**src/core/tssc_defs.vh**
```
// Purpose: shared constants of the temperature sensor register bank
// Assumes: included by its bare name from the design files
// Notes: definitions only
`ifndef TSSC_DEFS_VH
`define TSSC_DEFS_VH

// ************************************************************
// register addresses
// ************************************************************
`define TSSC_ADDR_FLAGS 3'h0
`define TSSC_ADDR_SETUP 3'h1
`define TSSC_ADDR_TEMP 3'h2
`define TSSC_ADDR_IDENT 3'h3
`define TSSC_ADDR_CRIT 3'h4
`define TSSC_ADDR_HYST 3'h5
`define TSSC_ADDR_HIGH 3'h6
`define TSSC_ADDR_LOW 3'h7

// ************************************************************
// power-on values
// ************************************************************
`define TSSC_RST_FLAGS 8'h80
`define TSSC_RST_SETUP 8'h00
`define TSSC_RST_TEMP 16'h0000
`define TSSC_RST_CRIT 16'h4980
`define TSSC_RST_HYST 8'h05
`define TSSC_RST_HIGH 16'h2000
`define TSSC_RST_LOW 16'h0500
// arbitrary neutral identification value
`define TSSC_ID_DEFAULT 8'h5a

// ************************************************************
// field positions
// ************************************************************
`define TSSC_FLG_LOW 4
`define TSSC_FLG_HIGH 5
`define TSSC_FLG_CRIT 6
`define TSSC_FLG_RDY 7
`define TSSC_CFG_FQ_HI 1
`define TSSC_CFG_FQ_LO 0
`define TSSC_CFG_CPOL 2
`define TSSC_CFG_LPOL 3
`define TSSC_CFG_CMP 4
`define TSSC_CFG_OM_HI 6
`define TSSC_CFG_OM_LO 5
`define TSSC_CFG_RES 7
`define TSSC_CMD_RD 6
`define TSSC_CMD_A_HI 5
`define TSSC_CMD_A_LO 3

// ************************************************************
// operation modes
// ************************************************************
`define TSSC_OM_CONT 2'h0
`define TSSC_OM_ONESHOT 2'h1
`define TSSC_OM_SPS 2'h2
`define TSSC_OM_OFF 2'h3

// ************************************************************
// timing
// ************************************************************
`define TSSC_CLK_HZ 50000000
`define TSSC_ONESHOT_MS 240
`define TSSC_SPS_CONV_MS 60
`define TSSC_SPS_PERIOD_MS 1000
`define TSSC_CONT_CONV_MS 240

`endif

```
**src/core/tssc_regs.v**
```verilog
// Purpose: register bank, conversion sequencer and alarm pins of a temperature sensor
// Assumes: serial port is mode 3, command byte then 8 or 16 data bits, msb first
// Notes: sample_i is the converter result on clock_i, taken when a conversion ends
// Behaviour
// status, temperature, identification are read-only
// status 0x80, setup 0x00 at reset
// limit and hysteresis registers reset values
// limit flags clear on read or recovery
// low flag set below low limit
// high flag set above high limit
// critical flag set above critical limit
// ready bit low on result, high on temperature read
// mode write re-arms ready in timed modes
// fault queue bits set faults needed
// setup bit 2 sets critical pin polarity
// setup bit 3 sets limit pin polarity
// setup bit 4 picks comparator or interrupt
// mode 00 converts back to back
// mode 01 converts once then shuts down
// mode 10 converts once per second
// mode 11 shuts down, port stays alive
// setup bit 7 selects 13 or 16 bits
// fault count only over consecutive conversions
// interrupt mode: any read releases pins
// 16-bit mode: low bits carry result
// flags evaluated once after each result
`timescale 1ns/1ps
`include "tssc_defs.vh"
module tssc_regs #(
  parameter ONESHOT_CYC = `TSSC_ONESHOT_MS * (`TSSC_CLK_HZ / 1000),
  parameter SPS_CONV_CYC = `TSSC_SPS_CONV_MS * (`TSSC_CLK_HZ / 1000),
  parameter SPS_PERIOD_CYC = `TSSC_SPS_PERIOD_MS * (`TSSC_CLK_HZ / 1000),
  parameter CONT_CONV_CYC = `TSSC_CONT_CONV_MS * (`TSSC_CLK_HZ / 1000),
  parameter CNT_W = 27,
  parameter [7:0] ID_VALUE = `TSSC_ID_DEFAULT
) (
  input wire clock_i,
  input wire arst_n_i,
  input wire spi_sclk_i,
  input wire spi_cs_n_i,
  input wire spi_mosi_i,
  output wire spi_miso_o,
  output wire spi_miso_oe_o,
  input wire [15:0] sample_i,
  output wire sensor_on_o,
  output wire conv_done_o,
  output wire critical_alarm_pin_o,
  output wire limit_alarm_pin_o
);
  localparam [1:0] ST_OFF = 2'h0;
  localparam [1:0] ST_CONV = 2'h1;
  localparam [1:0] ST_IDLE = 2'h2;
  localparam [CNT_W-1:0] ONESHOT_LAST = ONESHOT_CYC[CNT_W-1:0] - 1'b1;
  localparam [CNT_W-1:0] SPS_CONV_LAST = SPS_CONV_CYC[CNT_W-1:0] - 1'b1;
  localparam [CNT_W-1:0] SPS_IDLE_LAST = SPS_PERIOD_CYC[CNT_W-1:0] - SPS_CONV_CYC[CNT_W-1:0] - 1'b1;
  localparam [CNT_W-1:0] CONT_LAST = CONT_CONV_CYC[CNT_W-1:0] - 1'b1;

  // ************************************************************
  // serial port sampling
  // ************************************************************
  wire [2:0] pins_s;
  wire sclk_s;
  wire cs_n_s;
  wire mosi_s;
  reg sclk_prev_q;
  wire sclk_rise;
  wire sclk_fall;
  wire frame_on;

  tssc_sync #(
    .W(3),
    .RST(3'h6)
  ) u_pin_sync (
    .clock_i(clock_i),
    .arst_n_i(arst_n_i),
    .async_i({spi_sclk_i, spi_cs_n_i, spi_mosi_i}),
    .sync_o(pins_s)
  );

  assign sclk_s = pins_s[2];
  assign cs_n_s = pins_s[1];
  assign mosi_s = pins_s[0];
  assign sclk_rise = sclk_s & ~sclk_prev_q;
  assign sclk_fall = ~sclk_s & sclk_prev_q;
  assign frame_on = ~cs_n_s;

  // ************************************************************
  // register state
  // ************************************************************
  reg [7:0] setup_q;
  reg [15:0] crit_q;
  reg [7:0] hyst_q;
  reg [15:0] high_q;
  reg [15:0] low_q;
  reg [15:0] temp_q;
  reg rdy_q;
  wire flag_low;
  wire flag_high;
  wire flag_crit;

  wire res16 = setup_q[`TSSC_CFG_RES];
  wire [1:0] op_mode = setup_q[`TSSC_CFG_OM_HI:`TSSC_CFG_OM_LO];

  // ************************************************************
  // frame decode
  // ************************************************************
  reg [4:0] bit_cnt_q;
  reg [6:0] cmd_q;
  reg [15:0] rx_q;
  reg [15:0] tx_q;
  reg is_rd_q;
  reg [2:0] addr_q;
  reg miso_q;
  reg miso_oe_q;
  wire [7:0] cmd_byte = {cmd_q, mosi_s};
  wire cmd_done = frame_on & sclk_rise & (bit_cnt_q == 5'd7);
  wire cmd_rd = cmd_byte[`TSSC_CMD_RD];
  wire [2:0] cmd_addr = cmd_byte[`TSSC_CMD_A_HI:`TSSC_CMD_A_LO];
  wire rd_evt = cmd_done & cmd_rd;
  wire wide_addr = (addr_q == `TSSC_ADDR_TEMP) | (addr_q == `TSSC_ADDR_CRIT) |
                   (addr_q == `TSSC_ADDR_HIGH) | (addr_q == `TSSC_ADDR_LOW);
  wire [4:0] last_bit = wide_addr ? 5'd23 : 5'd15;
  wire wr_evt = frame_on & sclk_rise & ~is_rd_q & (bit_cnt_q == last_bit);
  wire [15:0] wr_data = {rx_q[14:0], mosi_s};
  wire setup_wr = wr_evt & (addr_q == `TSSC_ADDR_SETUP);
  wire rd_flags = rd_evt & (cmd_addr == `TSSC_ADDR_FLAGS);
  wire rd_temp = rd_evt & (cmd_addr == `TSSC_ADDR_TEMP);
  reg [15:0] rd_val;

  // 8-bit registers sit in the upper byte so they shift out first
  always @* begin
    rd_val = 16'h0000;
    case (cmd_addr)
      `TSSC_ADDR_FLAGS: rd_val = {rdy_q, flag_crit, flag_high, flag_low, 4'h0, 8'h00};
      `TSSC_ADDR_SETUP: rd_val = {setup_q, 8'h00};
      `TSSC_ADDR_TEMP: rd_val = res16 ? temp_q :
                                {temp_q[15:3], flag_crit, flag_high, flag_low};
      `TSSC_ADDR_IDENT: rd_val = {ID_VALUE, 8'h00};
      `TSSC_ADDR_CRIT: rd_val = crit_q;
      `TSSC_ADDR_HYST: rd_val = {hyst_q, 8'h00};
      `TSSC_ADDR_HIGH: rd_val = high_q;
      `TSSC_ADDR_LOW: rd_val = low_q;
      default: rd_val = 16'h0000;
    endcase
  end

  always @(posedge clock_i or negedge arst_n_i) begin
    if (!arst_n_i) begin
      sclk_prev_q <= 1'b1;
      bit_cnt_q <= 5'h00;
      cmd_q <= 7'h00;
      rx_q <= 16'h0000;
      tx_q <= 16'h0000;
      is_rd_q <= 1'b0;
      addr_q <= 3'h0;
      miso_q <= 1'b0;
      miso_oe_q <= 1'b0;
    end else begin
      sclk_prev_q <= sclk_s;
      miso_oe_q <= frame_on;
      if (!frame_on) begin
        bit_cnt_q <= 5'h00;
        is_rd_q <= 1'b0;
      end else begin
        if (sclk_rise) begin
          if (bit_cnt_q != 5'h1f) begin
            bit_cnt_q <= bit_cnt_q + 5'h01;
          end
          if (bit_cnt_q < 5'd8) begin
            cmd_q <= cmd_byte[6:0];
          end else begin
            rx_q <= wr_data;
          end
          if (cmd_done) begin
            is_rd_q <= cmd_rd;
            addr_q <= cmd_addr;
            tx_q <= rd_val;
          end
        end
        if (sclk_fall && is_rd_q && (bit_cnt_q >= 5'd8)) begin
          miso_q <= tx_q[15];
          tx_q <= {tx_q[14:0], 1'b0};
        end
      end
    end
  end

  // ************************************************************
  // writable registers
  // ************************************************************
  always @(posedge clock_i or negedge arst_n_i) begin
    if (!arst_n_i) begin
      setup_q <= `TSSC_RST_SETUP;
      crit_q <= `TSSC_RST_CRIT;
      hyst_q <= `TSSC_RST_HYST;
      high_q <= `TSSC_RST_HIGH;
      low_q <= `TSSC_RST_LOW;
    end else if (wr_evt) begin
      // flags, temperature and identification have no write path
      case (addr_q)
        `TSSC_ADDR_SETUP: setup_q <= wr_data[7:0];
        `TSSC_ADDR_CRIT: crit_q <= wr_data;
        `TSSC_ADDR_HYST: hyst_q <= wr_data[7:0];
        `TSSC_ADDR_HIGH: high_q <= wr_data;
        `TSSC_ADDR_LOW: low_q <= wr_data;
        default: crit_q <= crit_q;
      endcase
    end
  end

  // ************************************************************
  // conversion sequencer
  // ************************************************************
  reg [1:0] state_q;
  reg [CNT_W-1:0] cnt_q;
  reg restart_q;
  reg done_q;
  reg eval_q;
  reg sensor_on_q;
  reg [CNT_W-1:0] conv_last;

  always @* begin
    case (op_mode)
      `TSSC_OM_ONESHOT: conv_last = ONESHOT_LAST;
      `TSSC_OM_SPS: conv_last = SPS_CONV_LAST;
      default: conv_last = CONT_LAST;
    endcase
  end

  always @(posedge clock_i or negedge arst_n_i) begin
    if (!arst_n_i) begin
      state_q <= ST_CONV;
      cnt_q <= {CNT_W{1'b0}};
      restart_q <= 1'b0;
      done_q <= 1'b0;
      sensor_on_q <= 1'b0;
    end else begin
      restart_q <= setup_wr;
      done_q <= 1'b0;
      sensor_on_q <= (state_q == ST_CONV);
      if (restart_q) begin
        // any write to the setup register restarts the sequence in the new mode
        cnt_q <= {CNT_W{1'b0}};
        state_q <= (op_mode == `TSSC_OM_OFF) ? ST_OFF : ST_CONV;
      end else begin
        case (state_q)
          ST_CONV: begin
            if (cnt_q >= conv_last) begin
              done_q <= 1'b1;
              cnt_q <= {CNT_W{1'b0}};
              case (op_mode)
                `TSSC_OM_CONT: state_q <= ST_CONV;
                `TSSC_OM_SPS: state_q <= ST_IDLE;
                default: state_q <= ST_OFF;
              endcase
            end else begin
              cnt_q <= cnt_q + {{(CNT_W-1){1'b0}}, 1'b1};
            end
          end
          ST_IDLE: begin
            if (cnt_q >= SPS_IDLE_LAST) begin
              cnt_q <= {CNT_W{1'b0}};
              state_q <= ST_CONV;
            end else begin
              cnt_q <= cnt_q + {{(CNT_W-1){1'b0}}, 1'b1};
            end
          end
          ST_OFF: cnt_q <= {CNT_W{1'b0}};
          default: state_q <= ST_OFF;
        endcase
      end
    end
  end

  // ************************************************************
  // result capture and ready bit
  // ************************************************************
  wire mode_rearm = setup_wr & ((wr_data[6:5] == `TSSC_OM_ONESHOT) |
                                (wr_data[6:5] == `TSSC_OM_SPS));

  always @(posedge clock_i or negedge arst_n_i) begin
    if (!arst_n_i) begin
      temp_q <= `TSSC_RST_TEMP;
      rdy_q <= 1'b1;
      eval_q <= 1'b0;
    end else begin
      eval_q <= done_q;
      if (done_q) begin
        temp_q <= res16 ? sample_i : {sample_i[15:3], 3'h0};
        rdy_q <= 1'b0;
      end else if (rd_temp || mode_rearm) begin
        rdy_q <= 1'b1;
      end
    end
  end

  // ************************************************************
  // limit comparison
  // ************************************************************
  // hysteresis is whole degrees, 128 counts each in the 16-bit word
  wire signed [16:0] t_s = {temp_q[15], temp_q};
  wire signed [16:0] hyst_s = {6'h00, hyst_q[3:0], 7'h00};
  wire signed [16:0] low_s = {low_q[15], low_q};
  wire signed [16:0] high_s = {high_q[15], high_q};
  wire signed [16:0] crit_s = {crit_q[15], crit_q};
  wire signed [16:0] low_up = low_s + hyst_s;
  wire signed [16:0] high_dn = high_s - hyst_s;
  wire signed [16:0] crit_dn = crit_s - hyst_s;
  wire below_low = t_s < low_s;
  wire above_high = t_s > high_s;
  wire above_crit = t_s > crit_s;
  wire low_back = t_s > low_up;
  wire high_back = t_s < high_dn;
  wire crit_back = t_s < crit_dn;

  tssc_flag u_flag_low (
    .clock_i(clock_i),
    .arst_n_i(arst_n_i),
    .set_i(eval_q & below_low),
    .hw_clr_i(eval_q & low_back),
    .rd_clr_i(rd_flags),
    .flag_o(flag_low)
  );

  tssc_flag u_flag_high (
    .clock_i(clock_i),
    .arst_n_i(arst_n_i),
    .set_i(eval_q & above_high),
    .hw_clr_i(eval_q & high_back),
    .rd_clr_i(rd_flags),
    .flag_o(flag_high)
  );

  tssc_flag u_flag_crit (
    .clock_i(clock_i),
    .arst_n_i(arst_n_i),
    .set_i(eval_q & above_crit),
    .hw_clr_i(eval_q & crit_back),
    .rd_clr_i(rd_flags),
    .flag_o(flag_crit)
  );

  // ************************************************************
  // fault queue and alarm pins
  // ************************************************************
  reg [2:0] fault_cnt_q;
  reg lim_act_q;
  reg crit_act_q;
  reg crit_pin_q;
  reg lim_pin_q;
  wire fault = below_low | above_high | above_crit;
  wire [2:0] fault_need = {1'b0, setup_q[`TSSC_CFG_FQ_HI:`TSSC_CFG_FQ_LO]};
  wire trip = eval_q & fault & (fault_cnt_q >= fault_need);
  wire cmp_mode = setup_q[`TSSC_CFG_CMP];
  wire lim_evt = trip & (below_low | above_high);
  wire crit_evt = trip & above_crit;
  // comparator mode releases only once the reading is back inside the band
  wire lim_rel = cmp_mode ? (eval_q & low_back & high_back) : rd_evt;
  wire crit_rel = cmp_mode ? (eval_q & crit_back) : rd_evt;

  always @(posedge clock_i or negedge arst_n_i) begin
    if (!arst_n_i) begin
      fault_cnt_q <= 3'h0;
      lim_act_q <= 1'b0;
      crit_act_q <= 1'b0;
      crit_pin_q <= 1'b1;
      lim_pin_q <= 1'b1;
    end else begin
      if (eval_q) begin
        if (!fault) begin
          fault_cnt_q <= 3'h0;
        end else if (fault_cnt_q != 3'h4) begin
          fault_cnt_q <= fault_cnt_q + 3'h1;
        end
      end
      if (lim_evt) begin
        lim_act_q <= 1'b1;
      end else if (lim_rel) begin
        lim_act_q <= 1'b0;
      end
      if (crit_evt) begin
        crit_act_q <= 1'b1;
      end else if (crit_rel) begin
        crit_act_q <= 1'b0;
      end
      crit_pin_q <= setup_q[`TSSC_CFG_CPOL] ? crit_act_q : ~crit_act_q;
      lim_pin_q <= setup_q[`TSSC_CFG_LPOL] ? lim_act_q : ~lim_act_q;
    end
  end

  assign spi_miso_o = miso_q;
  assign spi_miso_oe_o = miso_oe_q;
  assign sensor_on_o = sensor_on_q;
  assign conv_done_o = eval_q;
  assign critical_alarm_pin_o = crit_pin_q;
  assign limit_alarm_pin_o = lim_pin_q;
endmodule // tssc_regs

```
**src/core/tssc_sync.v**
```verilog
// Purpose: two-flop synchroniser for a group of pin inputs
// Assumes: inputs are asynchronous to clock_i
// Notes: first stage is read only by the second stage
`timescale 1ns/1ps
module tssc_sync #(
  parameter W = 1,
  parameter [W-1:0] RST = {W{1'b0}}
) (
  input wire clock_i,
  input wire arst_n_i,
  input wire [W-1:0] async_i,
  output wire [W-1:0] sync_o
);
  reg [W-1:0] meta_q;
  reg [W-1:0] sync_q;

  always @(posedge clock_i or negedge arst_n_i) begin
    if (!arst_n_i) begin
      meta_q <= RST;
      sync_q <= RST;
    end else begin
      meta_q <= async_i;
      sync_q <= meta_q;
    end
  end

  assign sync_o = sync_q;
endmodule // tssc_sync

```
**src/core/tssc_flag.v**
```verilog
// Purpose: one sticky limit flag of the status register
// Assumes: all inputs are single-cycle pulses on clock_i
// Notes: a set arriving with a clear wins so no event is lost
`timescale 1ns/1ps
module tssc_flag (
  input wire clock_i,
  input wire arst_n_i,
  input wire set_i,
  input wire hw_clr_i,
  input wire rd_clr_i,
  output wire flag_o
);
  reg flag_q;

  always @(posedge clock_i or negedge arst_n_i) begin
    if (!arst_n_i) begin
      flag_q <= 1'b0;
    end else if (set_i) begin
      flag_q <= 1'b1;
    end else if (hw_clr_i || rd_clr_i) begin
      flag_q <= 1'b0;
    end
  end

  assign flag_o = flag_q;
endmodule // tssc_flag

```
**config.mk**
```make
export PLATFORM = sky130hd
export DESIGN_NAME = tssc_regs
export DESIGN_NICKNAME = d
export VERILOG_FILES = /design/src/core/tssc_regs.v /design/src/core/tssc_sync.v /design/src/core/tssc_flag.v
export VERILOG_INCLUDE_DIRS = /design/src /design/src/core
export SDC_FILE = /design/constraint.sdc
export NUM_CORES = 1
export LEC_CHECK = 0
export BUFFER_PORTS_ARGS = -buffer_cell sky130_fd_sc_hd__buf_4
export CAP_MARGIN = 20
export CORE_MARGIN = 1.5
export CORE_UTILIZATION = 40
export CTS_BUF_LIST = sky130_fd_sc_hd__clkbuf_4
export CTS_CLUSTER_DIAMETER = 200
export CTS_CLUSTER_SIZE = 14
export DETAILED_ROUTE_END_ITERATION = 6
export GPL_TIMING_DRIVEN = 0
export PLACE_DENSITY_LB_ADDON = 0.25
export SKIP_CTS_REPAIR_TIMING = 1
export SYNTH_ARGS = -nofsm -noshare
export SYNTH_HDL_FRONTEND = slang
export SYNTH_SLANG_ARGS = --single-unit
export TNS_END_PERCENT = 30
```
**constraint.sdc**
```tcl
create_clock -name clock_i -period 6.84 [get_ports clock_i]
set_clock_uncertainty 0.05 [all_clocks]
set_input_delay 1.368 -clock clock_i [delete_from_list [all_inputs] [get_ports clock_i]]
set_output_delay 1.368 -clock clock_i [all_outputs]
set_load 0.05 [all_outputs]
```
# Word-level counts from Yosys, hierarchy flattened
# Cells that the tools add are included.
word_totals:
  ff_bits: 179
  input_bits: 21
  out_inout_bits: 6
  word_cells: 191
op_classes:
  add_sub_neg: 6
  order_cmp: 11
  eq_ne: 27
  n_mux: 45
  bitwise: 35
  reduce_logical: 35
ops:
  columns: ["op", "n"]
  rows:
  - ["16-bit one-hot mux with 8 select lines", 1]
  - ["27-bit 2-to-1 mux", 3]
  - ["27-bit one-hot mux with 3 select lines", 1]
  - ["16-bit 2-to-1 mux", 3]
  - ["16-bit by 17-bit less-than comparator with 1-bit output", 2]
  - ["16-bit by 12-bit subtractor with 17-bit output", 2]
  - ["16-bit greater-than comparator", 2]
  - ["27-bit by 1-bit adder with 27-bit output (second input constant)", 1]
  - ["27-bit by 26-bit greater-or-equal comparator with 1-bit output (second input constant)", 1]
  - ["27-bit greater-or-equal comparator", 1]
  - ["3-bit == test (second input constant)", 8]
  - ["24-bit 2-to-1 mux", 1]
  - ["1-bit 2-to-1 mux", 23]
  - ["1-bit AND", 22]
  - ["2-bit nonzero test", 11]
  - ["5-bit 2-to-1 mux", 4]
  - ["2-bit AND reduction", 9]
  - ["16-bit by 12-bit adder with 17-bit output", 1]
  - ["16-bit by 17-bit greater-than comparator with 1-bit output", 1]
  - ["16-bit less-than comparator", 1]
  - ["3-bit AND reduction", 5]
  - ["3-bit 2-to-1 mux", 4]
  - ["3-bit by 2-bit == test with 1-bit output (second input constant)", 3]
  - ["2-bit == test (second input constant)", 4]
  - ["other kinds (24)", 45]

# Logic depth before layout (Yosys ltp)
logic_depth:
  ltp_word: 12
  depth_mapped: 17

# Cells and area by module
# From an unflattened synthesis, not the netlist that was laid out.
hier_totals:
  cells_unflattened: 1150
  area_unflattened_um2: 11408.4
modules_own_cells:
  columns: ["module", "instances", "cells_each", "area_per_inst_um2"]
  rows:
  - ["tssc_regs", 1, 1135, 11144.4]
  - ["tssc_sync", 1, 6, 155.1]
  - ["tssc_flag", 3, 3, 36.3]

# Worst setup path after synthesis
# OpenSTA, ideal clock, no wires.
synth_path:
  kind: "register to register"
  from: "register hyst_q[0]"
  to: "register lim_act_q"
  setup_ps: 131
  arrival_time_ps: 2929
  t_required_ps: 6659
  path_slack_ps: 3730
  stages_incl_launch_ff: 18
  path_buffers: 0
  cell_sequence: "dfstp_2 -> ha_1 -> inv_1 -> fa_1 -> nor2b_1 -> o21ai_0 -> nand2b_1 -> nand2_1 -> nor2_1 -> xnor2_1 -> ha_1 -> nand3_1 -> nor4_1 -> o31ai_1 -> o211ai_1 -> nand4_1 -> o221ai_1 -> o21ai_0"
synth_between:
  elab_chain_len: 6
synth_lines:
  columns: ["item", "line_no", "source"]
  rows:
  - ["start, declared", "tssc_regs.v:92", "reg [7:0] hyst_q;"]
  - ["start signal, assigned", "tssc_regs.v:195", "hyst_q <= `TSSC_RST_HYST;"]
  - ["start signal, assigned", "tssc_regs.v:203", "`TSSC_ADDR_HYST: hyst_q <= wr_data[7:0];"]
  - ["16-bit by 12-bit adder with 17-bit output", "tssc_regs.v:306", "wire signed [16:0] low_up = low_s + hyst_s;"]
  - ["16-bit by 17-bit greater-than comparator with 1-bit output", "tssc_regs.v:312", "wire low_back = t_s > low_up;"]
  - ["1-bit AND", "tssc_regs.v:358", "wire lim_rel = cmp_mode ? (eval_q & low_back & high_back) : rd_evt;"]
  - ["1-bit AND *", "tssc_regs.v:358", null]
  - ["1-bit 2-to-1 mux *", "tssc_regs.v:358", null]
  - ["2-bit nonzero test (no source line) *", null, null]
  - ["end signal, assigned", "tssc_regs.v:364", "lim_act_q <= 1'b0;"]
  - ["end signal, assigned", "tssc_regs.v:377", "lim_act_q <= 1'b1;"]
  - ["end signal, assigned", "tssc_regs.v:379", "lim_act_q <= 1'b0;"]
  - ["end, declared", "tssc_regs.v:347", "reg lim_act_q;"]
# Mark *: on every way between the ends. The rest lies on a longest branch, timed or not.
# A chain may end at the register's enable or synchronous reset.

# Worst setup path after layout
# Ends and elaborated chain as after synthesis.

==> results.ini <==
[run_status]
status = completed

[worst_setup_path]
criticalPathCategory = register to register
critPathMaxFanout = 5
cp-end-kind = register
crit_required_ns = 7.27
r2r_slack_ns = 3.10
cp.buffers_inverters = 1
critical_path.max_stage_delay_ns = 0.67
worstSetupStartpointType = register
slowest_stage = sky130_fd_sc_hd__dfstp_2
crit_path_cell_trace = ha_1 > inv_1 > fa_1 > nor2b_1 > o21ai_0 > nand2b_1 > nand2_1 > nor2_1 > xnor2_1 > ha_1 > nand3_1 > nor4_1 > o31ai_1 > o211ai_1 > nand4_1 > o221ai_1 > o21ai_0
critPathArrivalTime_ns = 4.17
critical_path.top_delay_family = simple AND/OR/NAND/NOR gates

[place]
count_of_input_and_output_buffers = 26
placement.cell_area_um2 = 12000
place.detailed.hpwl_mm = 23.1
gp_congestion = 0.916
placedCellCount = 1537

[global_route]
groute.usage.overall_pct = 22.2
wire_length_of_the_first_global_routing_pass_mm = 48.9
via_count_of_the_first_global_routing_pass = 8501
pin_count_of_the_biggest_net_entering_global_routing = 121
antenna_violations_before_repair = 1
grt_overflow_total = 0

[worst_hold_path]
hold_class = register to register

[sta]
finalCritPeriodShare_pct = 54.7
rsz0062_at_grt = no
timing.setup.tns_ns = 0
fmax_mhz = 267
timing_worst_slew_pin_value_ns = 0.837
period_needed_ns = 3.74
relSlewSlack_pct = 43.6
finalHoldViolations = 0
drv_slew = 0
hold-worst-slack_ns = 0.316
setup_viol_count_final = 0

[power]
static-leakage-power_nw = 5.60
irDropWorstVdd_mv = 0.112
power_density_nw_per_um2 = 167

[floorplan]
die_h_um = 171
design.core.area_um2 = 27800
die-area_um2 = 29200
initial_utilization_pct = 40.6
die_x_um = 171
rows = 61
pin_count = 27

[yosys]
fraction_of_the_mapped_netlist_area_in_adder_cells_pct = 12.9
postSynthAreaPerCell_um2 = 9.96
synth_nets = 1266
count_of_flip_flops_with_a_built_in_enable_after_synthesis = 0
synth-xor-area-share_pct = 2.88
synth-warning-count = 0
post_synth_mux_area_share_pct = 13.1
dominantRegCellSynth = sky130_fd_sc_hd__dfrtp_1
dominant_combinational_cell_family_by_area_after_synthesis = simple AND/OR/NAND/NOR gates
yosysSeqAreaShare_pct = 40.0
synth_area_um2 = 11300
ys_seq_elements = 179
netlist_instances = 1131
proportion_of_register_bits_with_asynchronous_set_or_reset_after_synthesis_pct = 100
synth_cell_type_count = 65
synth-compound-area-share_pct = 12.8
synth_simple_gate_area_share_pct = 14.2

[clocking]
clock-sinks = 179
worst_setup_hold_path_clk_slew_ns = 0.16
worst_skew_late_latency_ns = 0.61
htree_levels = 4
cts_buffer_depth = 2
root_buffer = sky130_fd_sc_hd__clkbuf_4
cts_inserted_buffers = 17
tritoncts = built

[drt]
post_route_antenna_net_violation_count = 0
route.detailed.vias_per_inst = 5.61
drc = 0
drt-initial-drc-count = 656
post_drt_wl_per_cell_um = 19.5
totalWireLength_mm = 30.7
detailedRoute.firstPassIterationCount = 5
count_of_vias_placed_by_the_detailed_router = 8810

[cells_and_area]
postLayoutCellArea_um2 = 12300
area_added_between_synthesis_and_finish_pct = 8.75
drive_gt1_share_pct = 17.2
final_layout_net_count = 1313
instances_no_fill = 1570
seqCellArea_um2 = 4500
multiInputGateArea_um2 = 6290
fillers = 2711

[run]
cap_violations = 0

==> worst paths after layout <==
check | to | depth (start not counted) | start
worst min-delay path | u_pin_sync.sync_o[2] | 0 | u_pin_sync.meta_q[2]
worst min register to register | u_pin_sync.sync_o[2] | 0 | u_pin_sync.meta_q[2]
max in group asynchronous | fault_cnt_q[1] | 2 | arst_n_i
min in group asynchronous | temp_q[8] | 1 | arst_n_i
worst max register to register | lim_act_q | 17 | hyst_q[0]
worst max-delay path | lim_act_q | 17 | hyst_q[0]
==> cell usage after synthesis (4+ instances only) <==
master                       n  area [um^2]
sky130_fd_sc_hd__a211o_1     5         43.8
sky130_fd_sc_hd__a31oi_1    11         68.8
sky130_fd_sc_hd__ha_1      111         1390
sky130_fd_sc_hd__nor2b_1    16          100
sky130_fd_sc_hd__a211oi_1    9         67.6
sky130_fd_sc_hd__o21ai_0    52          260
sky130_fd_sc_hd__a21o_1     22          165
sky130_fd_sc_hd__and3_1      4         25.0
sky130_fd_sc_hd__mux2i_1    15          150
sky130_fd_sc_hd__xnor2_1    22          193
sky130_fd_sc_hd__mux2_2     98         1100
sky130_fd_sc_hd__buf_1       5         18.8
sky130_fd_sc_hd__o21bai_1    4         30.0
sky130_fd_sc_hd__dfstp_2    18          473
sky130_fd_sc_hd__nand3_1    44          220
sky130_fd_sc_hd__xor2_1     15          131
sky130_fd_sc_hd__nand4_1    24          150
sky130_fd_sc_hd__nor3_1     18         90.1
sky130_fd_sc_hd__a221oi_1    7         61.3
sky130_fd_sc_hd__inv_1      79          297
sky130_fd_sc_hd__mux2_4     10          150
sky130_fd_sc_hd__dfrtp_1   161         4030
sky130_fd_sc_hd__a22oi_1    10         75.1
sky130_fd_sc_hd__nor2_1     81          304
sky130_fd_sc_hd__a21oi_1    66          330
sky130_fd_sc_hd__nor4_1     11         68.8
sky130_fd_sc_hd__o211ai_1   12         90.1
sky130_fd_sc_hd__clkbuf_1   32          120
sky130_fd_sc_hd__or3_1       7         43.8
sky130_fd_sc_hd__buf_2       5         25.0
sky130_fd_sc_hd__nand2_1    84          315
sky130_fd_sc_hd__o22ai_1     6         37.5
sky130_fd_sc_hd__nand2b_1    9         56.3
==> layer usage <==
layer  track usage [%]  vias up  routed length (um)
met2              35.2      206               14100
li1                  -     4176                   -
met1              31.3     4389               14500
met5                 0        -                   0
met4              6.52        0                 645
met3              3.52       39                1420
==> sequential cells by signal, indices dropped and copies added (netlist names), 8 cells and up <==
signal and count:
temp_q 16, rx_q 15, setup_q 8, hyst_q 8, tx_q 16, crit_q 16, low_q 16, cnt_q 27
high_q 16
==> where the power goes <==
part           switching (mW)  internal, mW  leakage, nW
combinational           0.244         0.111         3.04
clock                   0.415         0.191        0.151
sequential             0.0115          1.08         2.40
==> stage by stage <==
step | worst slack [ns] | utilization [%] | power (mW)
after floorplan | 3.73 | - | 1.32
after global placement | 3.16 | 43.0 | 1.45
after detailed placement | 3.17 | 43.1 | 1.45
after CTS | 3.13 | 44.1 | 2.06
after global routing | 2.84 | 44.1 | 2.14
final | 3.10 | 44.1 | 2.05
==> layout make-up <==
type / count / area share, %
multi-input combinational: 829 / 51.3
sequential: 179 / 36.7
tap: 378 / 3.86
inverter: 79 / 2.42
timing repair buffer: 28 / 1.96
buffer: 44 / 1.47
clock inverter: 15 / 1.16
clock buffer: 17 / 1.04
antenna: 1 / 0.0204
==> cell families (layout without fill, tap and decap cells) <==
logic type	count (synthesis)	in the layout
AO/OA/AOI/OAI	228	228
multiplexers	126	126
flip-flops	179	179
adder cells (fa/ha/maj)	114	114
buffers and inverters	123	183
AND/OR/NAND/NOR	324	324
XOR/XNOR	37	37
other	0	1
==> cells in the final DEF, fill, tap and decap left out, types with 11 or more instances in the layout <==
cell	Yosys	final
sky130_fd_sc_hd__a21o_1	22	22
sky130_fd_sc_hd__nand2_1	84	84
sky130_fd_sc_hd__xnor2_1	22	22
sky130_fd_sc_hd__mux2_2	98	98
sky130_fd_sc_hd__xor2_1	15	15
sky130_fd_sc_hd__mux2i_1	15	15
sky130_fd_sc_hd__clkbuf_1	32	32
sky130_fd_sc_hd__nor3_1	18	18
sky130_fd_sc_hd__nor2_1	81	81
sky130_fd_sc_hd__buf_4	0	25
sky130_fd_sc_hd__nand3_1	44	44
sky130_fd_sc_hd__nand4_1	24	24
sky130_fd_sc_hd__o21ai_0	52	52
sky130_fd_sc_hd__inv_1	79	79
sky130_fd_sc_hd__o211ai_1	12	12
sky130_fd_sc_hd__ha_1	111	111
sky130_fd_sc_hd__dfstp_2	18	18
sky130_fd_sc_hd__clkbuf_4	0	17
sky130_fd_sc_hd__a31oi_1	11	11
sky130_fd_sc_hd__dfrtp_1	161	161
sky130_fd_sc_hd__nor2b_1	16	16
sky130_fd_sc_hd__nor4_1	11	11
sky130_fd_sc_hd__a21oi_1	66	66
Note: power is estimated with default switching activity, not from simulation.
